$ cat src/rtl/xtv_pkg.sv
// Constants, types and decode functions of the shared-vector and trap block
// Contract
// RQ1 - Four shared vectors, each with one 16-bit source-select register
// RQ2 - Select bits 15:8 are enables letting a source drive its vector
// RQ3 - Select bits 7:0 are flags recording that the source's event occurred
// RQ4 - A vector requests only for flagged sources whose enable is set
// RQ5 - Flags set on events even while the enable bit is clear
// RQ6 - Software reads the flag byte to find which sources caused a request
// RQ7 - Sources connect to vectors per the fixed source-to-vector map
// RQ8 - Resets branch to 00'0000h, trap number 00h, highest priority
// RQ9 - Class A traps: 0008h/02h, 0010h/04h, 0018h/06h, second priority
// RQ10 - All class B traps share 0028h and number 0Ah, lowest trap priority
// RQ11 - Six class B conditions, each with its own flag
// RQ12 - CPU priority level forced to 15 while any trap is serviced
// RQ13 - Each hardware trap sets its own bit in the trap flag register
// RQ14 - Traps pre-empt unless higher service runs; interrupts never pre-empt traps (the trap unit also holds a trap off while an equal-level service runs)
// RQ15 - Software clears flags by writing; a same-cycle event keeps the flag set
package xtv_pkg;
  localparam int NVEC = 4;
  localparam int NSRC = 14;
  localparam logic [3:0] OFS_SEL0  = 4'h0;
  localparam logic [3:0] OFS_TFR   = 4'h4;
  localparam logic [3:0] OFS_ISTAT = 4'h5;
  localparam logic [3:0] OFS_IMASK = 4'h6;
  localparam logic [3:0] OFS_TSTAT = 4'h7;
  localparam int TFR_NMI   = 15;
  localparam int TFR_STACK_OVERFLOW_FLAG = 14;
  localparam int TFR_STACK_UNDERFLOW_FLAG = 13;
  localparam logic [4:0] PEND_RST = 5'h10;
  localparam logic [3:0] ILVL_MAX = 4'hF;
  localparam logic [23:0] VEC_RESET = 24'h000000;
  localparam logic [23:0] VEC_NMI   = 24'h000008;
  localparam logic [23:0] VEC_STO   = 24'h000010;
  localparam logic [23:0] VEC_STU   = 24'h000018;
  localparam logic [23:0] VEC_B     = 24'h000028;
  localparam logic [7:0]  TN_RESET  = 8'h00;
  localparam logic [7:0]  TN_NMI    = 8'h02;
  localparam logic [7:0]  TN_STO    = 8'h04;
  localparam logic [7:0]  TN_STU    = 8'h06;
  localparam logic [7:0]  TN_B      = 8'h0A;
  // Source indices on src_evt_i
  localparam logic [3:0] SRC_FIRST_CAN_CONTROLLER = 4'h0;
  localparam logic [3:0] SRC_SECOND_CAN_CONTROLLER = 4'h1;
  localparam logic [3:0] SRC_I2RX = 4'h2;
  localparam logic [3:0] SRC_I2TX = 4'h3;
  localparam logic [3:0] SRC_I2ER = 4'h4;
  localparam logic [3:0] SRC_SSRX = 4'h5;
  localparam logic [3:0] SRC_SSTX = 4'h6;
  localparam logic [3:0] SRC_SSER = 4'h7;
  localparam logic [3:0] SRC_ASRX = 4'h8;
  localparam logic [3:0] SRC_ASTX = 4'h9;
  localparam logic [3:0] SRC_ASTB = 4'hA;
  localparam logic [3:0] SRC_ASER = 4'hB;
  localparam logic [3:0] SRC_PLL  = 4'hC;
  localparam logic [3:0] SRC_SECOND_PULSE_UNIT = 4'hD;

  typedef struct packed {
    logic [3:0]  addr;
    logic [15:0] wdata;
    logic        wr;
    logic        rd;
  } xtv_bus_t;

  typedef struct packed {
    logic        req;
    logic [23:0] vector;
    logic [7:0]  number;
    logic        force_ilvl;
    logic [3:0]  ilvl;
  } xtv_trap_t;

  typedef struct packed {
    logic [4:0] pend;
    logic [2:0] active;
    logic [2:0] sel;
    logic       busy;
    xtv_trap_t  out;
  } xtv_tst_t;

  typedef struct packed {
    logic [3:0][7:0] en;
    logic [3:0][7:0] flag;
    logic [15:0]     trap_flag_register;
    logic [5:0]      istat;
    logic [5:0]      imask;
    logic [3:0]      xreq;
    logic [3:0]      vec;
    logic            irq;
    logic [15:0]     rdata;
  } xtv_mst_t;

  // Returns {valid, source index} for flag bit b of vector v
  function automatic logic [4:0] src_of(input int unsigned v, input int unsigned b);
    logic [3:0] com [7];
    com = '{SRC_I2RX, SRC_I2TX, SRC_SSRX, SRC_SSTX, SRC_ASRX, SRC_ASTX, SRC_ASTB};
    if (v == 3) begin
      case (b)
        0: return {1'b1, SRC_FIRST_CAN_CONTROLLER};
        1: return {1'b1, SRC_SECOND_CAN_CONTROLLER};
        2: return {1'b1, SRC_I2ER};
        3: return {1'b1, SRC_SSER};
        4: return {1'b1, SRC_ASER};
        5: return {1'b1, SRC_PLL};
        6: return {1'b1, SRC_SECOND_PULSE_UNIT};
        default: return 5'h00;
      endcase
    end
    if (b == 0) begin
      return (v == 0) ? {1'b1, SRC_FIRST_CAN_CONTROLLER} : (v == 1) ? {1'b1, SRC_SECOND_CAN_CONTROLLER} : {1'b1, SRC_SECOND_PULSE_UNIT};
    end
    return {1'b1, com[b-1]};
  endfunction

  // Trap selector: 4 reset, 3 NMI, 2 overflow, 1 underflow, 0 class B
  function automatic logic [2:0] lvl_of(input logic [2:0] s);
    return (s == 3'h4) ? 3'h4 : (s == 3'h0) ? 3'h1 : 3'h2;
  endfunction

  function automatic logic [23:0] vec_of(input logic [2:0] s);
    case (s)
      3'h4:    return VEC_RESET;
      3'h3:    return VEC_NMI;
      3'h2:    return VEC_STO;
      3'h1:    return VEC_STU;
      default: return VEC_B;
    endcase
  endfunction

  function automatic logic [7:0] tn_of(input logic [2:0] s);
    case (s)
      3'h4:    return TN_RESET;
      3'h3:    return TN_NMI;
      3'h2:    return TN_STO;
      3'h1:    return TN_STU;
      default: return TN_B;
    endcase
  endfunction
endpackage

$ cat src/rtl/xtv_core.sv
// Shared extension-vector multiplexer with trap flags and vectoring
//
// Added by the designer: the plain strobed port and the address map.
`timescale 1ns/1ps
`default_nettype none
module xtv_core (
  input  wire logic                clk_sys_i,
  input  wire logic                nrst_i,
  input  wire xtv_pkg::xtv_bus_t   bus_i,
  output logic [15:0]              rd_data_o,
  input  wire logic [13:0]         src_evt_i,
  input  wire logic                sw_reset_i,
  input  wire logic                wdt_ovf_i,
  input  wire logic                nmi_i,
  input  wire logic                stack_overflow_i,
  input  wire logic                stack_underflow_i,
  input  wire logic [5:0]          cls_b_evt_i,
  input  wire logic                trap_ack_i,
  input  wire logic                trap_done_i,
  output logic [3:0]               shared_vector_o,
  output xtv_pkg::xtv_trap_t       trap_o,
  output logic                     irq_o
);
  xtv_pkg::xtv_mst_t st;
  xtv_pkg::xtv_mst_t next_st;
  logic [3:0][7:0] hit;
  logic [3:0]      xreq;
  logic [5:0]      ist_evt;
  logic [7:0]      fclr;
  logic [15:0]     tfr_set;
  logic [15:0]     tfr_clr;
  logic [5:0]      ist_clr;
  logic            trap_busy;
  logic            cls_a_any;

  function automatic logic sel_hit(input logic [3:0] a, input int unsigned v);
    return a == (xtv_pkg::OFS_SEL0 + 4'(v));
  endfunction

  // Fixed wiring of peripheral events onto each flag bit except bit 7 of vector 3
  generate
    for (genvar v = 0; v < xtv_pkg::NVEC; v++) begin : g_vec
      for (genvar b = 0; b < 8; b++) begin : g_bit
        localparam logic [4:0] MAP = xtv_pkg::src_of(v, b);
        assign hit[v][b] = MAP[4] & src_evt_i[MAP[3:0]]; // see RQ7 see RQ5
      end
    end
  endgenerate

  assign cls_a_any = nmi_i | stack_overflow_i | stack_underflow_i;

  always_comb begin
    next_st = st;
    fclr = 8'h00;
    for (int v = 0; v < xtv_pkg::NVEC; v++) begin
      fclr = 8'h00;
      if (bus_i.wr && sel_hit(bus_i.addr, v)) begin
        next_st.en[v] = bus_i.wdata[15:8]; // see RQ2
        fclr = bus_i.wdata[7:0];
      end
      // Set wins over a write-one clear in the same cycle
      next_st.flag[v] = (st.flag[v] & ~fclr) | hit[v]; // see RQ3 see RQ15
      xreq[v] = |(st.en[v] & st.flag[v]); // see RQ4
    end
    next_st.xreq = xreq;
    // Vectors are held back while a trap is serviced
    next_st.vec = xreq & {4{~trap_busy}}; // see RQ14

    tfr_set = 16'h0000;
    tfr_set[xtv_pkg::TFR_NMI] = nmi_i; // see RQ13
    tfr_set[xtv_pkg::TFR_STACK_OVERFLOW_FLAG] = stack_overflow_i;
    tfr_set[xtv_pkg::TFR_STACK_UNDERFLOW_FLAG] = stack_underflow_i;
    tfr_set[5:0] = cls_b_evt_i; // see RQ11
    tfr_clr = (bus_i.wr && bus_i.addr == xtv_pkg::OFS_TFR) ? bus_i.wdata : 16'h0000;
    next_st.trap_flag_register = (st.trap_flag_register & ~tfr_clr) | tfr_set;

    ist_evt = {|cls_b_evt_i, cls_a_any, xreq & ~st.xreq};
    ist_clr = (bus_i.wr && bus_i.addr == xtv_pkg::OFS_ISTAT) ? bus_i.wdata[5:0] : 6'h00;
    next_st.istat = (st.istat & ~ist_clr) | ist_evt;
    if (bus_i.wr && bus_i.addr == xtv_pkg::OFS_IMASK) begin
      next_st.imask = bus_i.wdata[5:0];
    end
    next_st.irq = |(next_st.istat & next_st.imask);

    // Read data stand only in the cycle after the strobe
    next_st.rdata = 16'h0000;
    if (bus_i.rd) begin
      for (int v = 0; v < xtv_pkg::NVEC; v++) begin
        if (sel_hit(bus_i.addr, v)) begin
          next_st.rdata = {st.en[v], st.flag[v]}; // see RQ1
        end
      end
      case (bus_i.addr)
        xtv_pkg::OFS_TFR: begin
          next_st.rdata = st.trap_flag_register;
        end
        xtv_pkg::OFS_ISTAT: begin
          next_st.rdata = {10'h000, st.istat};
        end
        xtv_pkg::OFS_IMASK: begin
          next_st.rdata = {10'h000, st.imask};
        end
        xtv_pkg::OFS_TSTAT: begin
          next_st.rdata = {14'h0000, trap_o.req, trap_busy};
        end
        default: begin
        end
      endcase
    end
  end

  always_ff @(posedge clk_sys_i or negedge nrst_i) begin
    if (!nrst_i) begin
      st <= '0;
    end else begin
      st <= next_st;
    end
  end

  xtv_trap_unit u_trap (
    .clk_sys_i   (clk_sys_i),
    .nrst_i      (nrst_i),
    .reset_evt_i (sw_reset_i | wdt_ovf_i), // see RQ8
    .cls_a_evt_i ({nmi_i, stack_overflow_i, stack_underflow_i}), // see RQ9
    .cls_b_evt_i (|cls_b_evt_i), // see RQ10
    .ack_i       (trap_ack_i),
    .done_i      (trap_done_i),
    .trap_o      (trap_o),
    .busy_o      (trap_busy)
  );

  assign rd_data_o = st.rdata;
  assign shared_vector_o = st.vec;
  assign irq_o = st.irq;
endmodule
`default_nettype wire

$ cat src/rtl/xtv_trap_unit.sv
// Hardware trap prioritiser and vector generator
`timescale 1ns/1ps
`default_nettype none
module xtv_trap_unit (
  input  wire logic          clk_sys_i,
  input  wire logic          nrst_i,
  input  wire logic          reset_evt_i,
  input  wire logic [2:0]    cls_a_evt_i,
  input  wire logic          cls_b_evt_i,
  input  wire logic          ack_i,
  input  wire logic          done_i,
  output xtv_pkg::xtv_trap_t trap_o,
  output logic               busy_o
);
  xtv_pkg::xtv_tst_t st;
  xtv_pkg::xtv_tst_t next_st;
  logic [4:0] clr;
  logic [2:0] top;
  logic [2:0] pick;
  logic [2:0] act;

  always_comb begin
    next_st = st;
    clr = 5'h00;
    top = st.active[2] ? 3'h4 : (st.active[1] ? 3'h2 : st.active);
    act = st.active;
    if (done_i) begin
      act = act & ~top;
    end
    if (st.out.req && ack_i) begin
      clr[st.sel] = 1'b1;
      act = act | xtv_pkg::lvl_of(st.sel);
      next_st.out.req = 1'b0;
    end
    next_st.active = act;
    // A new event on the source being acknowledged stays pending
    next_st.pend = (st.pend & ~clr) | {reset_evt_i, cls_a_evt_i, cls_b_evt_i};
    if (st.pend[4]) begin
      pick = 3'h4;
    end else if (st.pend[3]) begin
      pick = 3'h3;
    end else if (st.pend[2]) begin
      pick = 3'h2;
    end else if (st.pend[1]) begin
      pick = 3'h1;
    end else begin
      pick = 3'h0;
    end
    // One-hot level above every active bit means strictly higher priority
    if (!st.out.req && (st.pend != 5'h00) && (xtv_pkg::lvl_of(pick) > st.active)) begin // see RQ14
      next_st.out.req = 1'b1;
      next_st.sel = pick;
      next_st.out.vector = xtv_pkg::vec_of(pick); // see RQ8 see RQ9 see RQ10
      next_st.out.number = xtv_pkg::tn_of(pick);
    end
    next_st.busy = |act;
    next_st.out.force_ilvl = |act; // see RQ12
    next_st.out.ilvl = (|act) ? xtv_pkg::ILVL_MAX : 4'h0;
  end

  always_ff @(posedge clk_sys_i or negedge nrst_i) begin
    if (!nrst_i) begin
      st <= '0;
      st.pend <= xtv_pkg::PEND_RST;
    end else begin
      st <= next_st;
    end
  end

  assign trap_o = st.out;
  assign busy_o = st.busy;
endmodule
`default_nettype wire

$ cat config.mk
export PLATFORM = sky130hd
export DESIGN_NAME = xtv_core
export DESIGN_NICKNAME = d
export VERILOG_FILES = /design/src/rtl/xtv_pkg.sv /design/src/rtl/xtv_core.sv /design/src/rtl/xtv_trap_unit.sv
export SDC_FILE = /design/constraint.sdc
export NUM_CORES = 1
export LEC_CHECK = 0
export ABC_AREA = 1
export BUFFER_PORTS_ARGS = -buffer_cell sky130_fd_sc_hd__buf_4
export CORE_UTILIZATION = 35
export DETAILED_ROUTE_END_ITERATION = 12
export PLACE_DENSITY = 0.56
export SLEW_MARGIN = 20
export SYNTH_ARGS = -nofsm -noshare
export SYNTH_HDL_FRONTEND = slang
export SYNTH_HIERARCHICAL = 1
export SYNTH_SLANG_ARGS = --single-unit
export TNS_END_PERCENT = 5
$ cat constraint.sdc
create_clock -name clk_sys_i -period 2.7 [get_ports clk_sys_i]
set_input_delay 0.135 -clock clk_sys_i [delete_from_list [all_inputs] [get_ports clk_sys_i]]
set_output_delay 0.135 -clock clk_sys_i [all_outputs]
set_load 0.03 [all_outputs]
[Word-level counts from Yosys, hierarchy flattened]
Cells that the tools add are included.
Widths: inputs -> output; s select.
Operators by class
  reductions and logical operators: 24
  bitwise logic cells: 36
  eq/ne operators: 12
  order comparisons: 3
  multiplexer cells: 33
Operators with widths (count)
  $mux 16: 6
  $and 8x8->8: 8
  $pmux 16 s4: 1
  $mux 33: 1
  $mux 8: 4
  $not 8->8: 4
  $reduce_or 8->1: 4
  $mux 3: 8
  $or 8x8->8: 3
  $pmux 6 s4: 1
  $and 16x16->16: 1
  $eq 4x3->1 const B: 4
  $not 16->16: 1
  $or 16x16->16: 1
  $pmux 4 s4: 1
  $and 6x6->6: 2
  $mux 6: 2
  $reduce_or 6->1: 2
  $logic_and 1x1->1: 11
  $and 4x4->4: 2
  $eq 4x2->1 const B: 2
  $or 8x7->8: 1
  $eq 3x2->1 const B: 2
  $eq 3x3->1 const B: 2
  other kinds (27): 34
Storage, ports and cells
  output and inout port bits: 59
  word-level logic and storage cells: 131
  input port bits: 51
  bits in registers: 166

[Logic depth before layout (Yosys ltp)]
Gate-level depths: netlist of run 1.
  depth after elaboration: 10
  gate-level depth with buffers: 12
  gate-level depth less buffers: 12

[Modules after synthesis]
Netlist of run 1, hierarchy kept.
By module, submodules not included
  xtv_core: cells an instance 643, sequential area each 2927.8 µm², area an instance 5335.1 µm², instances 1
  xtv_trap_unit: cells an instance 142, sequential area each 401.6 µm², area an instance 1128.6 µm², instances 1

[Worst setup path after synthesis of run 1]
OpenSTA, ideal clock, no wires.
  kind: register to register
  start point: register u_trap/st[48] in the netlist's numbering
  end point: register u_trap/st[39] in the netlist's numbering
  stages on the path, launching flop included: 12
  library setup time: 0.118 ns
  arrival time: 1.462 ns
  buffers on the path: 0
  data required time: 2.582 ns
  slack: 1.121 ns
  period minus slack after synthesis: 1.579 ns
  cell sequence: dfrtp_1 nor2_4 nand2_1 nand2_1 inv_1 ha_1 nand3_1 nand2_1 inv_1 nand3_4 nand2_1 nand2_1
Between the ends
  longest elaborated chain between the ends: 7
  elaborated cells on any way between the ends: 10
  those cells by class: 1 x order compare; 1 x eq/ne; 4 x mux; 4 x reduce/logical
RTL lines
  start, declared: line xtv_trap_unit.sv:15  | xtv_pkg::xtv_tst_t st;
  start signal, assigned: line xtv_trap_unit.sv:66  | st <= next_st;
  $mux 3: line xtv_trap_unit.sv:40  | end else if (st.pend[3]) begin
  $mux 3: line xtv_trap_unit.sv:38  | if (st.pend[4]) begin
  $logic_not 3->1: line xtv_pkg.sv:116  | return (s == 3'h4) ? 3'h4 : (s == 3'h0) ? 3'h1 : 3'h2;
  $mux 2: line xtv_pkg.sv:116
  $mux 3: line xtv_pkg.sv:116
  $gt 3x3->1: line xtv_trap_unit.sv:50  | if (!st.out.req && (st.pend != 5'h00) && (xtv_pkg::lvl_of(pick) > st.active)) begin
  $logic_and 1x1->1: line xtv_trap_unit.sv:50
Parallel ways exist; a longest one is shown, timed or not.
A chain may end at the register's enable or synchronous reset.

[Final worst setup path of run 1]
  start point: register u_trap/st[49] in the netlist's numbering
  end point: register u_trap.st, in the netlist u_trap/trap_o[17]
Between the ends
  longest elaborated chain between the ends: 6
  elaborated cells on any way between the ends: 13
  those cells by class: 1 x order compare; 4 x eq/ne; 4 x mux; 4 x reduce/logical
RTL lines (line)
  $mux 3: xtv_trap_unit.sv:38
  $logic_not 3->1: xtv_pkg.sv:116
  $mux 2: xtv_pkg.sv:116
  $mux 3: xtv_pkg.sv:116
  $gt 3x3->1: xtv_trap_unit.sv:50
  $logic_and 1x1->1: xtv_trap_unit.sv:50
Parallel ways exist; a longest one is shown, timed or not.

==> flow_summary_export.csv, run 1 <==
group,metric,value,unit
cts,clockBufferDepth,2,
worst_setup_path,critical_path_class,"reg -> reg",
outcome,status,"complete, no violations",
finish,antenna_cells,0,
sta,max_slew_margin,47.8,%
cts,clk_latency,0.42,ns
power,switchingPower,0.00198,W
cts,clock-sinks,133,
placement,place_ws,0.740,ns
sta,timing.final.ws_setup,0.925,ns
placement,dpl.hpwl,12300,µm
routing,vias,5355,
routing,detail-route-antenna-nets,0,
worst_setup_path,cp.arrival,2.09,ns
floorplanning,core,18000,µm²
global_route,grt_pass1_wl,27900,µm
finish,fillerInstances,1819,
logic_synthesis,synth_flop_cell,"dfrtp_1",
logic_synthesis,synth_cell_types,31,
worst_setup_path,cp_num_buf_inv,3,
logic_synthesis,netlist_instances,785,
logic_synthesis,synth_edf_count,0,
routing,wl_per_cell,15.9,µm
finish,regArea,3330,µm²
sta,setup_violations,0,
floorplanning,die_x,138,µm
sta,hold_violations,0,
routing,post-route-drc-count,0,
sta,holdWs,0.0261,ns
cts,clk_pin_slew,0.06,ns
finish,final_common_cell,"nand2_1",
worst_setup_path,path_cells,"inv_1 > nand2_1 > inv_1 > ha_1 > nand3_1 > nand2_1 > inv_1 > nand3_4 > nand2_1 > nand2_1",
routing,wl,17700,µm
finish,utilization,44.2,%
power,ir_drop,0.458,mV
global_route,grt_start_max_net_pins,66,
power,power,0.00658,W
power,p_comb_share,20.8,%
worst_setup_path,start_kind,"flip-flop",
min_path,holdCritPathClass,"in -> reg",
floorplanning,row_count,49,
logic_synthesis,avgSynthCellArea,8.23,µm²
finish,layout.nets,924,
power,p_per_area,826,nW/µm²
cts,cts_made_buffers,17,
logic_synthesis,netlist_area,6460,µm²
sta,drv_slew,0,
worst_setup_path,crit_fanout,7,
placement,port-buffer-count,83,
power,switching_share,30.1,%
sta,fin_crit,1.78,ns
worst_setup_path,cpMostUsedCell,"nand2_1",
floorplanning,die_area,19000,µm²
sta,max_freq,563,MHz
logic_synthesis,synth-async-reset-ratio,100,%
global_route,globalRouteOverflowTotal,0,
finish,layout-drive-gt1-share,16.8,%
finish,areaGrowthSynthToFinish,23.4,%
worst_setup_path,end_kind,"flip-flop",
floorplanning,initial_core_util,35.9,%
worst_setup_path,cpPeakStageDelay,0.58,ns
cts,cts_max_level,4,
floorplanning,ioPinCount,110,
sta,skew,0.00797,ns
power,p_leak,3.93,nW
finish,layout_common_cells,"nand2_1 (228), dfrtp_1 (132), buf_4 (90)",
routing,firstDrtPassIters,5,
worst_setup_path,crit_family,"flip-flops",
floorplanning,die_h,138,µm
worst_setup_path,cp.required,3.01,ns
routing,drt_iter0_markers,517,
sta,rsz0062_at_grt,"no",
cts,cts_root_buf,"clkbuf_16",
finish,multi_input_area,2360,µm²
job,maxCapViolCount,0,
power,clkPwrFrac,41.7,%
global_route,antenna_found_initial,0,
worst_setup_path,slowest_stage,"dfstp_2",
placement,place.gp.congestion,0.825,
power,p_int,0.00461,W
cts,cts_tree,"yes",
logic_synthesis,yosysWarnings,6,
routing,vias_per_cell,4.82,
logic_synthesis,synth_seq_cells,133,
power,p_seq_share,37.5,%
logic_synthesis,ys_seq_area_share,51.5,%
sta,period_share,65.8,%
global_route,track_usage,20.0,%
sta,setup_tns,0,ns
global_route,grt_pass1_vias,5240,
sta,worst_pin_slew,0.782,ns
-- worst min-delay path: cells and delay by family --
family	cells	cell delay, ns
buffers and inverters	1	0.09
AND/OR/NAND/NOR	3	0.19
-- final timing paths --
kind                                               from                            end  slack (ns)  cells after the start
worst max-delay path            u_trap/st[49]$_DFF_PN1_  u_trap/trap_o[17]$_DFFE_PN0P_        0.92                     10
worst min-delay path                           bus_i[7]               st[36]$_DFF_PN0_        0.03                      4
worst max register to register  u_trap/st[49]$_DFF_PN1_  u_trap/trap_o[17]$_DFFE_PN0P_        0.92                     10
worst min register to register         st[44]$_DFF_PN0_               st[44]$_DFF_PN0_        0.49                      2
min in group asynchronous                        nrst_i               st[45]$_DFF_PN0_        0.28                      2
max in group asynchronous                        nrst_i               st[34]$_DFF_PN0_        1.65                      3
-- synth_stat cells, types with 2 or more instances --
cell type	count	area [µm²]
buf_2	9	45.0
nand2_1	228	856
nor2_4	4	45.0
buf_6	2	22.5
nand4_1	9	56.3
clkbuf_1	6	22.5
o21ai_1	17	85.1
a21oi_1	26	130
dfrtp_1	132	3300
nor2_2	5	31.3
o21bai_1	4	30.0
o21ai_0	83	415
buf_4	61	458
nand3_4	2	35.0
inv_1	74	278
inv_2	8	30.0
ha_1	3	37.5
nor3_1	3	15.0
nor2_1	25	93.8
a211oi_1	6	45.0
nand3_1	66	330
nand3_2	2	20.0
nand2_2	2	12.5
-- registers in the layout (all words and copies together) (netlist names) --
| name | flops |
|---|---|
| st | 96 |
| u_trap/trap_o | 5 |
| u_trap/st | 11 |
| rd_data_o | 16 |
| shared_vector_o | 4 |
| irq_o | 1 |
-- area by class of cell --
cell class | count | area share (%)
sequential | 133 | 41.8
inverter | 83 | 3.91
clock buffer | 19 | 5.68
multi-input combinational | 515 | 29.7
clock inverter | 13 | 3.15
timing repair buffer | 120 | 12.3
tap | 229 | 3.59
-- power groups by stage --
stage          Clock [W]  Sequential [W]  Combinational, W
6_report         0.00274         0.00247           0.00137
3_3_place_gp           0         0.00250           0.00133
3_5_place_dp           0         0.00250           0.00134
4_1_cts          0.00279         0.00247           0.00138
2_1_floorplan          0         0.00243           0.00104
5_1_grt          0.00286         0.00251           0.00152
-- layer usage --
| metal | GRT usage, % | part of all wire [%] | wire length [µm] |
|---|---|---|---|
| met5 | 0 | 0 | 0 |
| met4 | 7.43 | 2.0 | 357 |
| met3 | 3.73 | 4.7 | 839 |
| met2 | 31.8 | 47 | 8380 |
| met1 | 27.1 | 46 | 8160 |
-- logic make-up (layout without fill, tap and decap cells) --
group	Yosys count	in the layout	share of synthesized area (%)
other	1	26	0.0580
DFF	133	133	51.5
AOI/OAI and AO/OA	138	138	11.1
adders and majority gates	3	3	0.581
buffers and inverters	162	235	13.4
and+or+nand+nor	348	348	23.3
-- through the flow --
stage               instance area, µm²  cells
finish                            7970   1112
global route                      7970   1112
CTS                               7970   1112
detailed placement                6980   1051
global placement                  6980   1051
floorplan                         6560    810
-- timing repair --
item | in CTS | in global routing
hold buffers | 29 | 0
gates resized for setup | 0 | 0
setup buffers | 0 | 0
endpoints found under the hold margin | 113 | 0
Note: power is estimated with default switching activity, not from simulation.
==> run 2: changes to the inputs <==
Settings changed: PLACE_DENSITY 0.56 to 0.58.
Clock period 2.7 ns to 1.54 ns, I/O delays scaled along.
==> flow_summary_export.csv, run 2 (synthesized netlist as in run 1, its figures left out) <==
group,metric,value,unit
floorplanning,core,18000,µm²
sta,drv_slew,0,
routing,post-route-drc-count,0,
worst_setup_path,crit_fanout,7,
cts,clockBufferDepth,2,
routing,vias_per_cell,4.74,
power,switchingPower,0.00354,W
sta,hold_violations,0,
finish,areaGrowthSynthToFinish,29.5,%
placement,port-buffer-count,83,
floorplanning,die_h,138,µm
global_route,grt_start_max_net_pins,53,
sta,skew,0.00810,ns
worst_setup_path,end_kind,"flip-flop",
finish,final_common_cell,"nand2_1",
finish,largest_reg_flops,96,
floorplanning,die_area,19000,µm²
finish,utilization,46.4,%
worst_setup_path,cpPeakStageDelay,0.59,ns
finish,layout_common_cells,"nand2_1 (225), dfrtp_1 (132), buf_4 (106)",
sta,setup_violations,7,
worst_setup_path,cp.arrival,1.91,ns
power,switching_share,31.0,%
cts,cts_made_buffers,17,
power,p_seq_share,37.6,%
cts,cts_tree,"yes",
min_path,holdCritPathClass,"in -> reg",
power,power,0.0114,W
sta,worst_pin_slew,0.538,ns
cts,clk_pin_slew,0.06,ns
power,clkPwrFrac,39.0,%
finish,fin_area,8370,µm²
floorplanning,die_x,138,µm
global_route,grt_pass1_wl,28300,µm
cts,cts_root_buf,"clkbuf_16",
placement,placed_area,7260,µm²
routing,drt_iter0_markers,439,
floorplanning,ioPinCount,110,
worst_setup_path,crit_family,"flip-flops",
power,p_per_area,1360,nW/µm²
routing,wl,17900,µm
routing,wl_per_cell,15.6,µm
global_route,globalRouteOverflowTotal,0,
power,p_leak,4.11,nW
placement,place.gp.congestion,0.853,
floorplanning,initial_core_util,35.9,%
sta,max_slew_margin,64.2,%
worst_setup_path,start_kind,"flip-flop",
global_route,grt_pass1_vias,5323,
routing,firstDrtPassIters,6,
sta,period_share,104,%
placement,dpl.hpwl,12500,µm
finish,layout-drive-gt1-share,19.7,%
worst_setup_path,path_cells,"inv_2 > nand2_2 > inv_2 > ha_4 > nand3b_1 > nand2_2 > nand3_4 > nand2_1 > nand2_1",
worst_setup_path,cp.required,1.85,ns
sta,rsz0062_at_grt,"yes",
power,p_comb_share,23.4,%
routing,detail-route-antenna-nets,0,
outcome,violations,"negative setup slack",
worst_setup_path,slowest_stage,"dfstp_2",
finish,top_register,"st",
finish,layout.nets,961,
worst_setup_path,critical_path_class,"reg -> reg",
power,p_int,0.00787,W
routing,vias,5447,
cts,clock-sinks,133,
power,ir_drop,0.851,mV
worst_setup_path,cp_num_buf_inv,2,
global_route,track_usage,20.2,%
cts,cts_max_level,4,
placement,place_ws,-0.0890,ns
sta,fin_crit,1.59,ns
cts,clk_latency,0.42,ns
floorplanning,row_count,49,
sta,setup_tns,-0.296,ns
sta,timing.final.ws_setup,-0.0548,ns
finish,antenna_cells,0,
global_route,antenna_found_initial,0,
outcome,status,"finished, violations left",
sta,max_freq,627,MHz
job,maxCapViolCount,0,
-- run 2: power by group through the flow --
stage / registers, W / clock network, W / logic (W)
after floorplan: 0.00426 / 0 / 0.00185
after global placement: 0.00434 / 0 / 0.00244
after detailed placement: 0.00433 / 0 / 0.00248
after CTS: 0.00428 / 0.00451 / 0.00265
after global routing: 0.00435 / 0.00465 / 0.00295
final: 0.00429 / 0.00445 / 0.00266
-- run 2: per-layer routing --
layer | up-vias | wire length (µm) | GRT usage, %
met5 | - | 0 | 0
li1 | 2682 | - | -
met4 | 0 | 362 | 8.27
met3 | 27 | 602 | 3.18
met2 | 130 | 8500 | 32.1
met1 | 2608 | 8450 | 27.3
-- run 2: what timing repair did --
item,CTS,global route
resized for setup,6,3
hold buffers,41,0
pin swaps,6,3
setup buffers,3,0
hold endpoints to repair,119,0
endpoints found under the setup margin,7,8
-- run 2: path summary, 6_finish.rpt --
check / from / slack [ns] / depth (start not counted) / end
hold / removal: bus_i[17] / 0.007 / 3 / st[116]$_DFFE_PN0N_
setup reg to reg: u_trap/st[49]$_DFF_PN1_ / -0.05 / 9 / u_trap/st[41]$_DFFE_PN0P_
min in group asynchronous: nrst_i / 0.20 / 2 / st[68]$_DFF_PN0_
hold reg to reg: st[43]$_DFF_PN0_ / 0.49 / 2 / st[43]$_DFF_PN0_
max in group asynchronous: nrst_i / 0.73 / 3 / st[39]$_DFF_PN0_
setup / recovery: u_trap/st[49]$_DFF_PN1_ / -0.05 / 9 / u_trap/st[41]$_DFFE_PN0P_
-- run 2: layout make-up --
class                   count  area [µm²]
inverters                  83         312
clock inverters            12         201
clock buffers              20         447
fillers                  1815        9660
repair buffers            157        1390
multi-input cells         515        2400
flip-flops and latches    133        3330
well taps                 229         287
-- run 2: per-stage QoR --
stage | hold WS (ns) | cells
after floorplan | -0.219 | 810
after global placement | 0.0779 | 1073
after detailed placement | 0.0765 | 1073
after CTS | 0.00500 | 1149
after global routing | 0.0242 | 1149
final | 0.00748 | 1149
-- run 2: tightest hold or removal path: cells and delay by family --
| family | cells | cell delay [ns] |
|---|---|---|
| buffers and inverters | 2 | 0.18 |
| AO/OA/AOI/OAI | 1 | 0.13 |
==> run 3: changes to the inputs <==
Settings changed: PLACE_DENSITY 0.58 to 0.56.
Clock period 1.54 ns to 1.5 ns, I/O delays scaled along.
==> flow_summary_export.csv, run 3 (synthesized netlist as in run 1, its figures left out) <==
group,metric,value,unit
outcome,status,"finished, violations left",
outcome,violations,"negative setup slack",
finish,layout_common_cells,"nand2_1 (225), dfrtp_1 (132), buf_4 (112)",
routing,wl_per_cell,15.5,µm
sta,fin_crit,1.51,ns
power,p_per_area,1410,nW/µm²
sta,timing.final.ws_setup,-0.0146,ns
finish,fillerInstances,1805,
finish,antenna_cells,0,
floorplanning,initial_core_util,35.9,%
routing,post-route-drc-count,0,
sta,skew,0.00676,ns
cts,clk_latency,0.42,ns
sta,setup_violations,7,
sta,setup_tns,-0.0698,ns
finish,layout.nets,963,
global_route,use_met3,3.65,%
cts,cts_max_level,4,
global_route,globalRouteOverflowTotal,0,
worst_setup_path,cpPeakStageDelay,0.55,ns
finish,fin_area,8340,µm²
finish,multi_input_area,2400,µm²
finish,top_register,"st",
sta,drv_slew,0,
cts,cts_tree,"yes",
worst_setup_path,slowest_stage,"dfstp_2",
placement,place.gp.congestion,0.850,
global_route,antenna_found_initial,0,
routing,firstDrtPassIters,6,
worst_setup_path,end_kind,"flip-flop",
global_route,top_usage_layer,"met2",
cts,cts_made_buffers,17,
global_route,grt_start_max_net_pins,47,
job,maxCapViolCount,0,
worst_setup_path,start_kind,"flip-flop",
routing,vias_per_cell,4.71,
finish,final_common_cell,"nand2_1",
min_path,holdCritPathClass,"in -> reg",
global_route,grt_pass1_vias,5294,
floorplanning,row_count,49,
sta,max_freq,660,MHz
cts,cts_root_buf,"clkbuf_16",
placement,placed_area,7230,µm²
sta,rsz0062_at_grt,"yes",
cts,clk_pin_slew,0.06,ns
cts,clock-sinks,133,
placement,port-buffer-count,83,
power,p_leak,4.10,nW
finish,regArea,3330,µm²
worst_setup_path,path_cells,"inv_2 > nand2_2 > inv_2 > ha_4 > nand2_2 > nor2_1 > nor2_1 > nor2_2 > nand3_1 > nand2_1",
finish,areaGrowthSynthToFinish,29.0,%
routing,detail-route-antenna-nets,0,
worst_setup_path,cp.required,1.86,ns
global_route,track_usage,20.1,%
worst_setup_path,cp.arrival,1.88,ns
routing,wl,17800,µm
placement,dpl.hpwl,12600,µm
worst_setup_path,crit_fanout,4,
finish,layout-drive-gt1-share,19.7,%
floorplanning,die_area,19000,µm²
sta,period_share,101,%
sta,hold_violations,0,
floorplanning,die_h,138,µm
global_route,use_met1,27.0,%
worst_setup_path,critical_path_class,"reg -> reg",
routing,vias,5421,
floorplanning,core,18000,µm²
cts,clockBufferDepth,2,
floorplanning,ioPinCount,110,
routing,drt_iter0_markers,320,
global_route,use_met2,32.2,%
floorplanning,die_x,138,µm
power,ir_drop,0.773,mV
global_route,grt_pass1_wl,28200,µm
finish,largest_reg_flops,96,
placement,place_ws,-0.0743,ns
sta,holdWs,0.0189,ns
==> run 3: power by group <==
part	total, W	switching [W]	internal, W
registers	0.00440	0.000339	0.00407
clock network	0.00461	0.00157	0.00304
logic	0.00271	0.00170	0.00101
==> run 3: final cells by class <==
class / instances / share of cell area, %
Sequential cell: 133 / 39.9
Timing Repair Buffer: 159 / 16.2
Inverter: 83 / 3.74
Multi-Input combinational cell: 515 / 28.8
Clock buffer: 20 / 5.48
Clock inverter: 12 / 2.42
Tap cell: 229 / 3.44
==> run 3: worst max-delay path: cells and delay by family, from the launching register on <==
family | cells | cell delay (ns)
simple gates | 7 | 0.56
flops | 1 | 0.55
fa+ha+maj | 1 | 0.26
buf+inv | 2 | 0.09
==> run 3: timing repair <==
| action | in CTS | in global routing |
|---|---|---|
| hold buffers | 42 | 0 |
| setup endpoints to repair | 7 | 8 |
| resized for setup | 5 | 2 |
| hold endpoints to repair | 178 | 0 |
| setup buffers | 1 | 0 |
| pin swaps | 3 | 2 |
==> run 3: worst paths after layout <==
| kind | from | endpoint | slack [ns] | cells past startpoint |
|---|---|---|---|---|
| setup / recovery | u_trap/st[49]$_DFF_PN1_ | u_trap/st[39]$_DFFE_PN0P_ | -0.01 | 10 |
| hold / removal | bus_i[13] | st[112]$_DFFE_PN0N_ | 0.02 | 3 |
| setup reg to reg | u_trap/st[49]$_DFF_PN1_ | u_trap/st[39]$_DFFE_PN0P_ | -0.01 | 10 |
| hold reg to reg | st[44]$_DFF_PN0_ | st[44]$_DFF_PN0_ | 0.49 | 2 |
| max in group asynchronous | nrst_i | st[92]$_DFFE_PN0N_ | 0.74 | 3 |
| min in group asynchronous | nrst_i | st[69]$_DFF_PN0_ | 0.16 | 2 |
==> run 3: metrics by stage <==
step	util [%]	std cells	total power, W
2_1_floorplan	-	810	0.00628
3_3_place_gp	40.1	1076	0.00700
3_5_place_dp	40.1	1076	0.00701
4_1_cts	46.2	1151	0.0118
5_1_grt	46.3	1151	0.0123
6_report	46.3	1151	0.0117
==> run 3: per-layer routing <==
metal	share of wire [%]	up-vias
li1	-	2694
met1	47	2558
met3	4.1	25
met4	2.2	0
met2	47	144
met5	0	-
